<file path="src/pkg/sfc_params.svh">
// Constants for the serial frame codec: frame layout, nibbles, map, timing
`ifndef SFC_PARAMS_SVH
`define SFC_PARAMS_SVH

`define SFC_FRAME_W 24
`define SFC_FIELD_W 20
// Coding nibbles stored as frame bits 23:20, that is {C3,C2,C1,C0}
`define SFC_NIB_D0_TRUE 4'hB
`define SFC_NIB_D0_INV 4'h4
`define SFC_NIB_D1_TRUE 4'hD
`define SFC_NIB_D1_INV 4'h2
`define SFC_NIB_FILL 4'hC
`define SFC_NIB_RSV 4'h3
`define SFC_NIB_ALT_A 4'h5
`define SFC_NIB_ALT_B 4'hA
// Fill data fields, bit 0 first on the line
`define SFC_FIELD_SQUARE 20'h003FF
`define SFC_FIELD_HEAVY 20'h007FF
`define SFC_FIELD_LIGHT 20'h001FF
// Field bits 10:9 that tell fill and reserved frames apart
`define SFC_CLS_HI 10
`define SFC_CLS_LO 9
`define SFC_CLS_SQUARE 2'h1
`define SFC_CLS_HEAVY 2'h3
`define SFC_CLS_LIGHT 2'h0
`define SFC_CLS_RSV_FILL 2'h2
`define SFC_CLS_RSV_ALT 2'h1
// Positions inside the 40-bit word {field1, field0}
`define SFC_POS_F0 14
`define SFC_POS_F1 19
`define SFC_POS_P0 17
`define SFC_POS_P1 18
`define SFC_POS_P2 20
`define SFC_POS_P3 21
`define SFC_POS_M0 34
`define SFC_POS_M1 39
`define SFC_POS_LOW3 12
`define SFC_POS_F1_D 22
`define SFC_POS_F1_B7 35
// Control code values, bit one then bit zero
`define SFC_CODE_IDLE 2'h0
`define SFC_CODE_REQUEST 2'h1
`define SFC_CODE_PACKET 2'h2
`define SFC_CODE_BURST 2'h3
// Register map
`define SFC_ADDR_W 4
`define SFC_ADDR_CTRL 4'h0
`define SFC_ADDR_STATUS 4'h4
`define SFC_ADDR_BALANCE 4'h8
`define SFC_CTRL_DATA 0
`define SFC_CTRL_SQUARE 1
`define SFC_CTRL_READY 2
`define SFC_CTRL_W 3
`define SFC_ST_UNLOCK 0
`define SFC_ST_ALIGNED 1
`define SFC_ST_OFF_LO 8
// Timing
`define SFC_LINE_MULT 48
`define SFC_RX_MULT 24
`define SFC_SB_LANE_VOTE 2'h2
`define SFC_IND_PAR_CLKS 4
`define SFC_FRAMES_PER_PAR_CLK 2
`define SFC_ERR_RUN 2

`endif

</file>
<file path="src/pkg/sfc_pkg.sv">
// Types shared by the serial frame codec
package sfc_pkg;

	typedef struct packed {
		logic [31:0] data;
		logic [3:0] parity;
		logic request;
		logic packet;
		logic burst;
		logic sideband_bit_zero;
		logic sideband_bit_one;
	} sfc_word_t;

	typedef struct packed {
		logic [31:0] data;
		logic [3:0] parity;
		logic request;
		logic packet;
		logic burst;
	} sfc_dst_t;

	typedef enum logic [2:0] {
		SFC_K_DATA,
		SFC_K_SQUARE,
		SFC_K_READY,
		SFC_K_ERROR,
		SFC_K_RESERVED
	} sfc_kind_t;

endpackage

</file>
<file path="src/rtl/sfc_codec.sv">
// Serial frame codec: transmit framing with balance, receive lock and decode
// Function
// (RQ1) Frames leave bit 0 first, coding nibble last, one means light on.
// (RQ2) Running balance counts up per one sent, down per zero sent.
// (RQ3) Balance restarts when emit_fill_square falls.
// (RQ4) Data frames get nibble 1101 for half 0, 1011 for half 1.
// (RQ5) Each data frame gets its own fresh ones-minus-zeros count.
// (RQ6) Frame inverted whole when its count sign equals the balance sign.
// (RQ7) emit_fill_square sends square fill frames, balanced by themselves.
// (RQ8) emit_fill_ready sends light fill on positive balance, else heavy.
// (RQ9) Heavy has one more one than square, light one fewer, nibble 0011.
// (RQ10) Line rate is 48 times the parallel clock.
// (RQ11) Receiver frames on the edge between nibble bits one and two.
// (RQ12) Receiver samples 24 bits per nibble_edge_clock period.
// (RQ13) Each received frame except a reserved one raises exactly one seen flag.
// (RQ14) Reserved frames are dropped and never sent.
// (RQ15) Nibbles 1010, 0101, equal middle bits, bad fills are frame errors.
// (RQ16) Data nibbles un-invert the field and give half_word_select.
// (RQ17) Fill frames zero control, ready, connect and force parity error.
// (RQ18) Frame error forces parity error and holds request, packet, burst.
// (RQ19) Frame error advances sideband slot, holding last sideband values.
// (RQ20) Two frame errors in a row reset the link.
// (RQ21) Half 0 and next half 1 join into one 40-bit word.
// (RQ22) Control decoded goes out with the data of the same word.
// (RQ23) Two of three ones give a ready or connect four parallel clocks wide.
// (RQ24) Control code: idle 00, request 01, packet 10, burst 11.
`timescale 1ns/100ps
`include "sfc_params.svh"

module sfc_codec import sfc_pkg::*; #(
	parameter int BAL_W = 8
) (
	input wire logic clk_i,
	input wire logic resetn_i,
	input wire logic [`SFC_ADDR_W-1:0] reg_addr_i,
	input wire logic [31:0] reg_wdata_i,
	input wire logic reg_we_i,
	input wire logic reg_re_i,
	output logic [31:0] reg_rdata_o,
	input wire sfc_word_t tx_word_i,
	input wire logic tx_valid_i,
	output logic tx_ready_o,
	input wire logic tx_multiplier_unlocked_i,
	output logic [`SFC_FRAME_W-1:0] tx_frame_o,
	input wire logic [`SFC_FRAME_W-1:0] rx_bits_i,
	input wire logic rx_valid_i,
	output logic data_frame_seen_o,
	output logic square_fill_seen_o,
	output logic ready_fill_seen_o,
	output logic frame_error_seen_o,
	output logic link_reset_o,
	output sfc_dst_t dst_o,
	output logic dst_valid_o,
	output logic ready_o,
	output logic connect_o
);

	localparam int IND_CYC = `SFC_IND_PAR_CLKS * `SFC_FRAMES_PER_PAR_CLK;

	// Place of data bit k inside {field1, field0}
	function automatic logic [5:0] dpos(input int k);
		int i;
		int j;
		int p;
		i = k % 8;
		j = k / 8;
		if (i < 3)
			p = 4 * i + j;
		else if (i == 3)
			p = `SFC_POS_LOW3 + j + ((j > 1) ? 1 : 0);
		else if (i < 7)
			p = `SFC_POS_F1_D + 4 * (i - 4) + j;
		else
			p = `SFC_POS_F1_B7 + j;
		return 6'(p);
	endfunction

	function automatic logic [39:0] encode(input sfc_word_t w);
		logic [39:0] f;
		logic [1:0] code;
		f = '0;
		for (int k = 0; k < 32; k++) begin
			f[dpos(k)] = w.data[k];
		end
		if (w.request && w.packet && w.burst) // RQ24
			code = `SFC_CODE_BURST;
		else if (w.request && w.packet && !w.burst)
			code = `SFC_CODE_PACKET;
		else if (w.request && !w.packet && !w.burst)
			code = `SFC_CODE_REQUEST;
		else
			code = `SFC_CODE_IDLE;
		f[`SFC_POS_F0] = code[0];
		f[`SFC_POS_F1] = code[1];
		f[`SFC_POS_P0] = w.parity[0];
		f[`SFC_POS_P1] = w.parity[1];
		f[`SFC_POS_P2] = w.parity[2];
		f[`SFC_POS_P3] = w.parity[3];
		f[`SFC_POS_M0] = w.sideband_bit_zero;
		f[`SFC_POS_M1] = w.sideband_bit_one;
		return f;
	endfunction

	function automatic sfc_dst_t decode(input logic [39:0] f);
		sfc_dst_t d;
		logic [1:0] code;
		d = '0;
		for (int k = 0; k < 32; k++) begin
			d.data[k] = f[dpos(k)];
		end
		d.parity = {f[`SFC_POS_P3], f[`SFC_POS_P2], f[`SFC_POS_P1],
			f[`SFC_POS_P0]};
		code = {f[`SFC_POS_F1], f[`SFC_POS_F0]};
		d.request = (code != `SFC_CODE_IDLE); // RQ24
		d.packet = (code == `SFC_CODE_PACKET) || (code == `SFC_CODE_BURST);
		d.burst = (code == `SFC_CODE_BURST);
		return d;
	endfunction

	// Ones minus zeros over a frame, range -24 to 24
	function automatic logic signed [5:0] frame_disp(input logic [23:0] f);
		logic [4:0] ones;
		logic [5:0] d;
		ones = '0;
		for (int b = 0; b < `SFC_FRAME_W; b++) begin
			ones = ones + 5'(f[b]);
		end
		d = {ones, 1'b0} - 6'd24;
		return $signed(d);
	endfunction

	function automatic sfc_kind_t classify(input logic [23:0] f);
		logic [3:0] nib;
		logic [1:0] cls;
		sfc_kind_t k;
		nib = f[23:20];
		cls = f[`SFC_CLS_HI:`SFC_CLS_LO];
		if (nib[1] == nib[2]) begin // RQ15
			k = SFC_K_ERROR;
		end else begin
			case (nib)
				`SFC_NIB_D0_TRUE, `SFC_NIB_D0_INV, `SFC_NIB_D1_TRUE,
				`SFC_NIB_D1_INV: k = SFC_K_DATA; // RQ16
				`SFC_NIB_FILL: begin
					if (cls == `SFC_CLS_SQUARE)
						k = SFC_K_SQUARE;
					else if (cls == `SFC_CLS_RSV_FILL)
						k = SFC_K_RESERVED; // RQ14
					else
						k = SFC_K_READY;
				end
				`SFC_NIB_RSV: k = (cls == `SFC_CLS_RSV_ALT) ?
					SFC_K_RESERVED : SFC_K_ERROR; // RQ14 RQ15
				default: k = SFC_K_ERROR; // RQ15
			endcase
		end
		return k;
	endfunction

	function automatic logic maj3(input logic a, input logic b, input logic c);
		return (a & b) | (a & c) | (b & c);
	endfunction

	// Register file
	logic [`SFC_CTRL_W-1:0] ctrl_reg;
	logic [31:0] rdata_reg;
	logic signed [BAL_W-1:0] bal_reg;
	logic rx_aligned_reg;
	logic [4:0] rx_off_reg;

	always_ff @(posedge clk_i) begin
		if (!resetn_i)
			ctrl_reg <= '0;
		else if (reg_we_i && reg_addr_i == `SFC_ADDR_CTRL)
			ctrl_reg <= reg_wdata_i[`SFC_CTRL_W-1:0];
	end

	always_ff @(posedge clk_i) begin
		if (!resetn_i) begin
			rdata_reg <= '0;
		end else if (reg_re_i) begin
			unique case (reg_addr_i)
				`SFC_ADDR_CTRL: rdata_reg <= {29'h0, ctrl_reg};
				`SFC_ADDR_STATUS: rdata_reg <= {19'h0, rx_off_reg, 6'h0,
					rx_aligned_reg, tx_multiplier_unlocked_i};
				`SFC_ADDR_BALANCE: rdata_reg <= 32'(unsigned'(bal_reg));
				default: rdata_reg <= '0;
			endcase
		end else begin
			rdata_reg <= '0;
		end
	end
	assign reg_rdata_o = rdata_reg;

	// Transmit
	logic prev_sq_reg;
	logic [39:0] tx_fields_reg;
	logic tx_have_reg;
	logic tx_half_reg;
	logic tx_ready_reg;
	logic [23:0] tx_frame_reg;
	logic signed [BAL_W-1:0] tx_base_reg;
	logic sq_fall;
	logic signed [BAL_W-1:0] base;
	logic signed [BAL_W-1:0] bal_next;
	logic [19:0] tx_field;
	logic [23:0] true_fr;
	logic [23:0] tx_next;
	logic signed [5:0] nd;
	logic take_half;
	logic tx_have_next;

	always_comb begin
		sq_fall = prev_sq_reg && !ctrl_reg[`SFC_CTRL_SQUARE];
		base = sq_fall ? '0 : bal_reg; // RQ3
		tx_field = tx_half_reg ? tx_fields_reg[39:20] : tx_fields_reg[19:0];
		true_fr = {tx_half_reg ? `SFC_NIB_D1_TRUE : `SFC_NIB_D0_TRUE,
			tx_field}; // RQ4
		nd = frame_disp(true_fr); // RQ5
		take_half = 1'b0;
		if (ctrl_reg[`SFC_CTRL_SQUARE]) begin
			tx_next = {`SFC_NIB_FILL, `SFC_FIELD_SQUARE}; // RQ7
		end else if (ctrl_reg[`SFC_CTRL_READY]) begin
			// RQ8 RQ9
			tx_next = {`SFC_NIB_FILL, (base > 0) ? `SFC_FIELD_LIGHT :
				`SFC_FIELD_HEAVY};
		end else if (ctrl_reg[`SFC_CTRL_DATA] && tx_have_reg) begin
			take_half = 1'b1;
			// Zero balance counts as positive
			tx_next = (nd[5] == base[BAL_W-1]) ? ~true_fr : true_fr; // RQ6
		end else begin
			// Idle line keeps the receiver locked; reserved codes never leave
			tx_next = {`SFC_NIB_FILL, `SFC_FIELD_SQUARE}; // RQ14
		end
		bal_next = base + BAL_W'(frame_disp(tx_next)); // RQ2
		if (take_half && tx_half_reg)
			tx_have_next = 1'b0;
		else if (tx_valid_i && tx_ready_reg)
			tx_have_next = 1'b1;
		else
			tx_have_next = tx_have_reg;
	end

	always_ff @(posedge clk_i) begin
		if (!resetn_i) begin
			prev_sq_reg <= 1'b0;
			bal_reg <= '0;
			tx_base_reg <= '0;
			tx_frame_reg <= {`SFC_NIB_FILL, `SFC_FIELD_SQUARE};
		end else begin
			prev_sq_reg <= ctrl_reg[`SFC_CTRL_SQUARE];
			bal_reg <= bal_next; // RQ2 RQ3
			tx_base_reg <= base;
			// One frame per clock; the serializer shifts bit 0 first at the
			// line multiple of the parallel clock
			tx_frame_reg <= tx_next; // RQ1 RQ10
		end
	end

	always_ff @(posedge clk_i) begin
		if (!resetn_i) begin
			tx_have_reg <= 1'b0;
			tx_half_reg <= 1'b0;
			tx_ready_reg <= 1'b0;
			tx_fields_reg <= '0;
		end else begin
			tx_have_reg <= tx_have_next;
			tx_ready_reg <= !tx_have_next;
			if (take_half)
				tx_half_reg <= !tx_half_reg;
			if (tx_valid_i && tx_ready_reg)
				tx_fields_reg <= encode(tx_word_i);
		end
	end
	assign tx_ready_o = tx_ready_reg;
	assign tx_frame_o = tx_frame_reg;

	// Receive alignment and classification
	logic [23:0] rx_prev_reg;
	logic [47:0] win;
	logic [23:0] rx_fr;
	logic [3:0] rx_nib;
	sfc_kind_t rx_kind;
	logic rx_inv;
	logic rx_half;
	logic [19:0] rx_field;
	logic err_prev_reg;
	logic [3:0] seen_reg;
	logic link_reset_reg;
	logic rx_primed_reg;

	always_comb begin
		win = {rx_bits_i, rx_prev_reg};
		rx_fr = win[rx_off_reg +: `SFC_FRAME_W]; // RQ11
		rx_nib = rx_fr[23:20];
		// Before the first chunk the window holds no frame; a false error
		// here would start an error run out of reset
		rx_kind = rx_primed_reg ? classify(rx_fr) : SFC_K_RESERVED; // RQ14
		rx_inv = (rx_nib == `SFC_NIB_D0_INV) || (rx_nib == `SFC_NIB_D1_INV);
		rx_half = (rx_nib == `SFC_NIB_D1_TRUE) || (rx_nib == `SFC_NIB_D1_INV);
		rx_field = rx_inv ? ~rx_fr[19:0] : rx_fr[19:0]; // RQ16
	end

	// A single bit error must not throw away lock, so slip only on a run
	always_ff @(posedge clk_i) begin
		if (!resetn_i) begin
			rx_prev_reg <= '0;
			rx_primed_reg <= 1'b0;
			rx_off_reg <= '0;
			rx_aligned_reg <= 1'b0;
			err_prev_reg <= 1'b0;
			link_reset_reg <= 1'b0;
			seen_reg <= '0;
		end else begin
			link_reset_reg <= 1'b0;
			seen_reg <= '0;
			if (rx_valid_i) begin
				rx_prev_reg <= rx_bits_i;
				rx_primed_reg <= 1'b1;
				// Bit sampling at 24 per edge clock happens in the deserializer
				rx_aligned_reg <= rx_nib[1] != rx_nib[2]; // RQ11 RQ12
				seen_reg <= {rx_kind == SFC_K_ERROR, rx_kind == SFC_K_READY,
					rx_kind == SFC_K_SQUARE, rx_kind == SFC_K_DATA}; // RQ13
				if (rx_kind == SFC_K_ERROR) begin
					err_prev_reg <= 1'b1;
					if (err_prev_reg) begin
						link_reset_reg <= 1'b1; // RQ20
						if (rx_nib[1] == rx_nib[2])
							rx_off_reg <= (rx_off_reg == 5'd23) ? '0 :
								rx_off_reg + 5'd1; // RQ11
					end
				end else if (rx_kind != SFC_K_RESERVED) begin
					err_prev_reg <= 1'b0;
				end
			end
		end
	end
	assign {frame_error_seen_o, ready_fill_seen_o, square_fill_seen_o,
		data_frame_seen_o} = seen_reg;
	assign link_reset_o = link_reset_reg;

	// Word pairing and destination side
	logic [19:0] pend_reg;
	logic pend_v_reg;
	sfc_dst_t dst_reg;
	logic dst_valid_reg;
	logic word_done;
	sfc_dst_t word_dec;

	always_comb begin
		word_done = rx_valid_i && rx_kind == SFC_K_DATA && rx_half &&
			pend_v_reg; // RQ21
		word_dec = decode({rx_field, pend_reg});
	end

	always_ff @(posedge clk_i) begin
		if (!resetn_i) begin
			pend_reg <= '0;
			pend_v_reg <= 1'b0;
			dst_reg <= '0;
			dst_valid_reg <= 1'b0;
		end else begin
			dst_valid_reg <= 1'b0;
			if (rx_valid_i) begin
				unique case (rx_kind)
					SFC_K_DATA: begin
						pend_v_reg <= !rx_half; // RQ21
						if (!rx_half)
							pend_reg <= rx_field;
						if (word_done) begin
							dst_reg <= word_dec; // RQ22
							dst_valid_reg <= 1'b1;
						end
					end
					SFC_K_SQUARE, SFC_K_READY: begin
						pend_v_reg <= 1'b0;
						dst_reg <= '0; // RQ17
						dst_valid_reg <= 1'b1;
					end
					SFC_K_ERROR: begin
						pend_v_reg <= 1'b0;
						dst_reg.data <= '0; // RQ18
						dst_reg.parity <= '0;
						dst_valid_reg <= 1'b1;
					end
					SFC_K_RESERVED: begin
					end
				endcase
			end
		end
	end
	assign dst_o = dst_reg;
	assign dst_valid_o = dst_valid_reg;

	// Sideband slots; channel 0 is ready, channel 1 is connect
	logic [3:0] slot_reg;
	logic [1:0] sb_last_reg;
	logic [1:0] vote0_reg;
	logic [1:0] vote1_reg;
	logic [3:0] ind_cnt_reg [2];
	logic [1:0] ind_reg;
	logic sb_step;
	logic is_fill;
	logic [1:0] sb_now;

	always_comb begin
		is_fill = rx_valid_i &&
			(rx_kind == SFC_K_SQUARE || rx_kind == SFC_K_READY);
		sb_step = word_done || (rx_valid_i && rx_kind == SFC_K_ERROR);
		sb_now = word_done ? {rx_field[`SFC_POS_M1 - 20],
			rx_field[`SFC_POS_M0 - 20]} : sb_last_reg; // RQ19
	end

	always_ff @(posedge clk_i) begin
		if (!resetn_i) begin
			slot_reg <= '0;
			sb_last_reg <= '0;
			vote0_reg <= '0;
			vote1_reg <= '0;
			ind_cnt_reg <= '{default: '0};
			ind_reg <= '0;
		end else begin
			if (sb_step) begin
				slot_reg <= slot_reg + 4'd1; // RQ19
				sb_last_reg <= sb_now;
				if (slot_reg[1:0] == 2'h0)
					vote0_reg <= sb_now;
				if (slot_reg[1:0] == 2'h1)
					vote1_reg <= sb_now;
			end
			for (int ch = 0; ch < 2; ch++) begin
				if (is_fill) begin
					ind_cnt_reg[ch] <= '0; // RQ17
					ind_reg[ch] <= 1'b0;
				end else if (sb_step && slot_reg[1:0] == `SFC_SB_LANE_VOTE &&
					maj3(vote0_reg[ch], vote1_reg[ch], sb_now[ch])) begin
					ind_cnt_reg[ch] <= 4'(IND_CYC - 1); // RQ23
					ind_reg[ch] <= 1'b1;
				end else if (ind_cnt_reg[ch] != 4'h0) begin
					ind_cnt_reg[ch] <= ind_cnt_reg[ch] - 4'h1;
				end else begin
					ind_reg[ch] <= 1'b0;
				end
			end
		end
	end
	assign ready_o = ind_reg[0];
	assign connect_o = ind_reg[1];

	// Checks
	property p_tx_square;
		@(posedge clk_i) disable iff (!resetn_i)
		ctrl_reg[`SFC_CTRL_SQUARE] |=>
			tx_frame_o == {`SFC_NIB_FILL, `SFC_FIELD_SQUARE};
	endproperty
	a_tx_square: assert property (p_tx_square) else $error("no square fill"); // RQ7

	property p_bal_reinit;
		@(posedge clk_i) disable iff (!resetn_i)
		$fell(ctrl_reg[`SFC_CTRL_SQUARE]) |=>
			bal_reg == BAL_W'(frame_disp(tx_frame_o));
	endproperty
	a_bal_reinit: assert property (p_bal_reinit) else $error("no restart"); // RQ3

	property p_bal_track;
		@(posedge clk_i) disable iff (!resetn_i)
		##1 1'b1 |-> bal_reg == tx_base_reg + BAL_W'(frame_disp(tx_frame_o));
	endproperty
	a_bal_track: assert property (p_bal_track) else $error("bad balance"); // RQ2

	property p_inv;
		@(posedge clk_i) disable iff (!resetn_i)
		(tx_frame_o[23:20] != `SFC_NIB_FILL) |->
			((tx_base_reg >= 0) ? (frame_disp(tx_frame_o) <= 0) :
			(frame_disp(tx_frame_o) >= 0));
	endproperty
	a_inv: assert property (p_inv) else $error("wrong inversion"); // RQ6

	property p_ready_fill;
		@(posedge clk_i) disable iff (!resetn_i)
		ctrl_reg[`SFC_CTRL_READY] && !ctrl_reg[`SFC_CTRL_SQUARE] |=>
			tx_frame_o[19:0] == ((tx_base_reg > 0) ? `SFC_FIELD_LIGHT :
			`SFC_FIELD_HEAVY);
	endproperty
	a_ready_fill: assert property (p_ready_fill) else $error("bad fill"); // RQ8

	property p_one_seen;
		@(posedge clk_i) disable iff (!resetn_i)
		rx_valid_i && rx_kind != SFC_K_RESERVED |=> $onehot(seen_reg);
	endproperty
	a_one_seen: assert property (p_one_seen) else $error("seen not one"); // RQ13

	property p_fill_zero;
		@(posedge clk_i) disable iff (!resetn_i)
		square_fill_seen_o || ready_fill_seen_o |->
			dst_o == '0 && dst_valid_o ##1 !ready_o && !connect_o;
	endproperty
	a_fill_zero: assert property (p_fill_zero) else $error("fill leak"); // RQ17

	property p_err_hold;
		@(posedge clk_i) disable iff (!resetn_i)
		frame_error_seen_o |-> dst_o.parity == '0 &&
			dst_o.request == $past(dst_o.request) &&
			dst_o.packet == $past(dst_o.packet) &&
			dst_o.burst == $past(dst_o.burst);
	endproperty
	a_err_hold: assert property (p_err_hold) else $error("error no hold"); // RQ18

	// Error run rebuilt from the flags; reserved frames leave it alone
	logic chk_err_reg;
	always_ff @(posedge clk_i) begin
		if (!resetn_i)
			chk_err_reg <= 1'b0;
		else if (frame_error_seen_o)
			chk_err_reg <= 1'b1;
		else if (data_frame_seen_o || square_fill_seen_o ||
			ready_fill_seen_o)
			chk_err_reg <= 1'b0;
	end

	property p_reset;
		@(posedge clk_i) disable iff (!resetn_i)
		link_reset_o == (frame_error_seen_o && chk_err_reg);
	endproperty
	a_reset: assert property (p_reset) else $error("no link reset"); // RQ20

	// Length of the current ready pulse, saturating
	logic [3:0] chk_run_reg;
	always_ff @(posedge clk_i) begin
		if (!resetn_i)
			chk_run_reg <= '0;
		else if (ready_o)
			chk_run_reg <= (chk_run_reg == 4'hF) ? 4'hF : chk_run_reg + 4'h1;
		else
			chk_run_reg <= '0;
	end

	// A pulse ends early only when a fill frame cuts it
	property p_ind;
		@(posedge clk_i) disable iff (!resetn_i)
		$fell(ready_o) |-> $past(is_fill) || chk_run_reg >= 4'(IND_CYC);
	endproperty
	a_ind: assert property (p_ind) else $error("ready too short"); // RQ23

	c_word: cover property (@(posedge clk_i) disable iff (!resetn_i)
		word_done);
	c_reset: cover property (@(posedge clk_i) disable iff (!resetn_i)
		link_reset_o);
	c_ready: cover property (@(posedge clk_i) disable iff (!resetn_i)
		$rose(ready_o));

endmodule

</file>
<file path="config.mk">
export PLATFORM = sky130hd
export DESIGN_NAME = sfc_codec
export DESIGN_NICKNAME = d
export VERILOG_FILES = /design/src/pkg/sfc_pkg.sv /design/src/rtl/sfc_codec.sv
export VERILOG_INCLUDE_DIRS = /design/src /design/src/pkg
export SDC_FILE = /design/constraint.sdc
export NUM_CORES = 1
export LEC_CHECK = 0
export ABC_AREA = 1
export BUFFER_PORTS_ARGS = -buffer_cell sky130_fd_sc_hd__buf_2
export CAP_MARGIN = 30
export CORE_MARGIN = 5
export CORE_UTILIZATION = 25
export DETAILED_ROUTE_END_ITERATION = 8
export MAX_ROUTING_LAYER = met4
export PLACE_DENSITY = 0.47
export SYNTH_ARGS = -nofsm -noshare
export SYNTH_HDL_FRONTEND = slang
export SYNTH_SLANG_ARGS = --single-unit
</file>
<file path="constraint.sdc">
create_clock -name clk_i -period 14.5 [get_ports clk_i]
set_input_delay 1.45 -clock clk_i [delete_from_list [all_inputs] [get_ports clk_i]]
set_output_delay 1.45 -clock clk_i [all_outputs]
set_load 0.005 [all_outputs]
</file>
==> impl_metrics.toml <==
[outcome]
status = "completed"

[placement]
dp_hpwl_um = 28930
gp_congestion = 0.9132
detailedPlace.worstSlack_ns = 2.678
numPortBuffers = 163

[critical_path]
worstReg2RegStart = "tx_half_reg"
critical-path-slowest-cell = "fa_1"
end_kind = "register"
r2r_cells = 42
cp.required_ns = 14.97
critPathCapture = "bal_reg[7]"
critPathMaxStageDelay_ns = 0.58
timing.rr.end = "bal_reg[7]"
cp-startpoint = "tx_half_reg"
crit_path_start_kind = "register"
cpMostUsedCell = "fa_1"
cp.arrival_ns = 12.27
critPathKind = "reg -> reg"
cp_max_fo = 23
r2r_slack_ns = 2.70

[final_layout]
nets = 1988
area_growth_pct = 18.40
ff_latch_area_mm2 = 0.004165
fillers = 5344
multi_input_area_mm2 = 0.006648
largest_reg_flops = 40
layout-drive-gt1-share_pct = 14.59

[sta]
grt_setup_unrepaired = "no"
worst_pin_slew_ns = 0.8987
fin_setup_tns_ns = 0
slew_headroom_pct = 40.08
hold_viol = 0
fin_skew_ns = 0.01772
fin_ws_ns = 2.699
fmax_ghz = 0.08474
setup_violations = 0
report.final.slew_viol_count = 0
fin_crit_sh_pct = 81.39
min_period_ns = 11.80

[route]
drc = 0
vias = 11350
firstDrtPassIters = 4
post_drt_wl_per_cell_um = 15.32
via_per_inst = 4.604
ant_nets = 0
drt_iter0_markers = 623
routed_wl_um = 37750

[power_and_ir_drop]
p_per_area_mw_per_mm2 = 131.9
p_leak_nw = 6.176
peakVddDrop_mv = 0.09517

[die]
dieArea_mm2 = 0.05222
die_h_um = 228.5
num_io_pins = 212
die_x_um = 228.5
coreArea_mm2 = 0.04745
floorplan.initialDensity_pct = 25.16
num_rows = 80

[clock_tree]
cts_made_buffers = 25
htree_levels = 1
hold_buffers = 0
post_cts_buffers = 0
cts_root_buf = "clkbuf_16"
cts_tree = "yes"
worstSkewPairLatency_ns = 0.54
clockBufferDepth = 3
ctsResizeCount = 0
clock-sinks = 208
path_clk_slew_ns = 0.06

[synthesis]
synth_edf_count = 0
ys.flop_type = "dfxtp_1"
yosysSeqAreaShare_pct = 34.88
yosys-top-cells-area = "dfxtp_1 35%, nand2_1 9.5%, o21ai_0 7.5%"
yosysTopAreaCell = "dfxtp_1"
synth_top_area_share_pct = 34.88
synth_seq_cells = 208
syn-cell-area_mm2 = 0.01194
synthArstFlopShare_pct = 0
synth_area_per_cell_um2 = 6.980
ys_types = 48
synth_most_common_cell = "nand2_1"
syn-instance-count = 1710
synthTopCellsByCount = "301 x nand2_1, 209 x nor2_1, 208 x dfxtp_1"
synth_warnings = 0

[min_path]
hold_path.class = "reg -> reg"

[global_route]
track_usage_pct = 14.23
grt_max_degree = 86
antenna_found_initial = 12
grt_pass1_wl_um = 59720
grt_overflow = 0
grt_pass1_vias = 10720

[flow_run]
cap_violations = 0
worst max-delay path, delay by kind of cell, from the launching register on:
family          cells  cell delay (ns)
compound gates      8             1.41
xor+xnor            1             0.24
fa+ha+maj          15             6.55
buf+inv            10             1.21
flops               1             0.32
simple gates        8             1.99
placed cells by master (no fill, tap or decap), drive strengths merged, types with 2 or more instances in the layout:
cell	count
nand2	309
nor2	214
dfxtp	208
o21ai	198
buf	179
inv	162
nand3	156
a21oi	139
nand4	35
fa	33
clkbuf	33
ha	29
xor2	25
conb	19
nor3	17
a31oi	15
xnor2	13
diode	12
or2	11
clkinv	9
mux2i	6
bufinv	5
o22ai	4
o211ai	3
a32oi	2
and2	2
o31ai	2
per-layer routing:
| layer | vias to the layer above | track usage, % | part of all wire [%] |
|---|---|---|---|
| li1 | 5829 | - | - |
| met1 | 5289 | 20.08 | 50 |
| met2 | 193 | 21.29 | 43 |
| met3 | 34 | 2.969 | 5.1 |
| met4 | 0 | 2.647 | 1.6 |
| met5 | - | - | 0 |
metrics by stage:
stage	power [mW]	hold slack, ns	cells	area [um^2]	utilization, %
floorplan	1.064	0.4222	1728	12000	-
global placement	1.175	0.4364	2402	13110	27.62
detailed placement	1.187	0.4398	2405	13170	27.76
CTS	1.894	0.4491	2451	14080	29.68
global route	2.004	0.4719	2464	14130	29.79
finish	1.864	0.4450	2464	14130	29.79
kinds of logic after synthesis:
| group | synth area share [%] |
|---|---|
| xor+xnor | 2.788 |
| other cells | 0.03142 |
| buf+inv | 9.989 |
| mux | 0.5032 |
| compound gates | 16.17 |
| fa+ha+maj | 8.574 |
| simple gates | 27.05 |
| flops | 34.88 |
worst min path at each step:
stage | start | to | slack (ns) | cells past startpoint
2_1_floorplan | bal_reg[7] | reg_rdata_o[7] | 0.42 | 2
3_3_place_gp | dst_o[30] | dst_o[30] | 0.44 | 2
3_5_place_dp | dst_o[6] | dst_o[6] | 0.44 | 2
4_1_cts | dst_o[6] | dst_o[6] | 0.45 | 2
5_1_grt | dst_o[8] | dst_o[8] | 0.47 | 2
6_report | dst_o[11] | dst_o[11] | 0.45 | 2
power breakdown:
group	internal, mW	switching, mW
clock	0.432	0.258
combinational	0.199	0.339
sequential	0.614	0.0216
total	1.25	0.619
layout make-up:
class,count,area share [%]
clock inverters,13,1.470
repair buffers,179,7.012
well taps,615,5.445
clock buffers,33,4.993
multi-input cells,1240,47.04
diodes,12,0.2125
flip-flops and latches,208,29.47
inverters,164,4.356
Note: power is estimated with default switching activity, not from simulation.
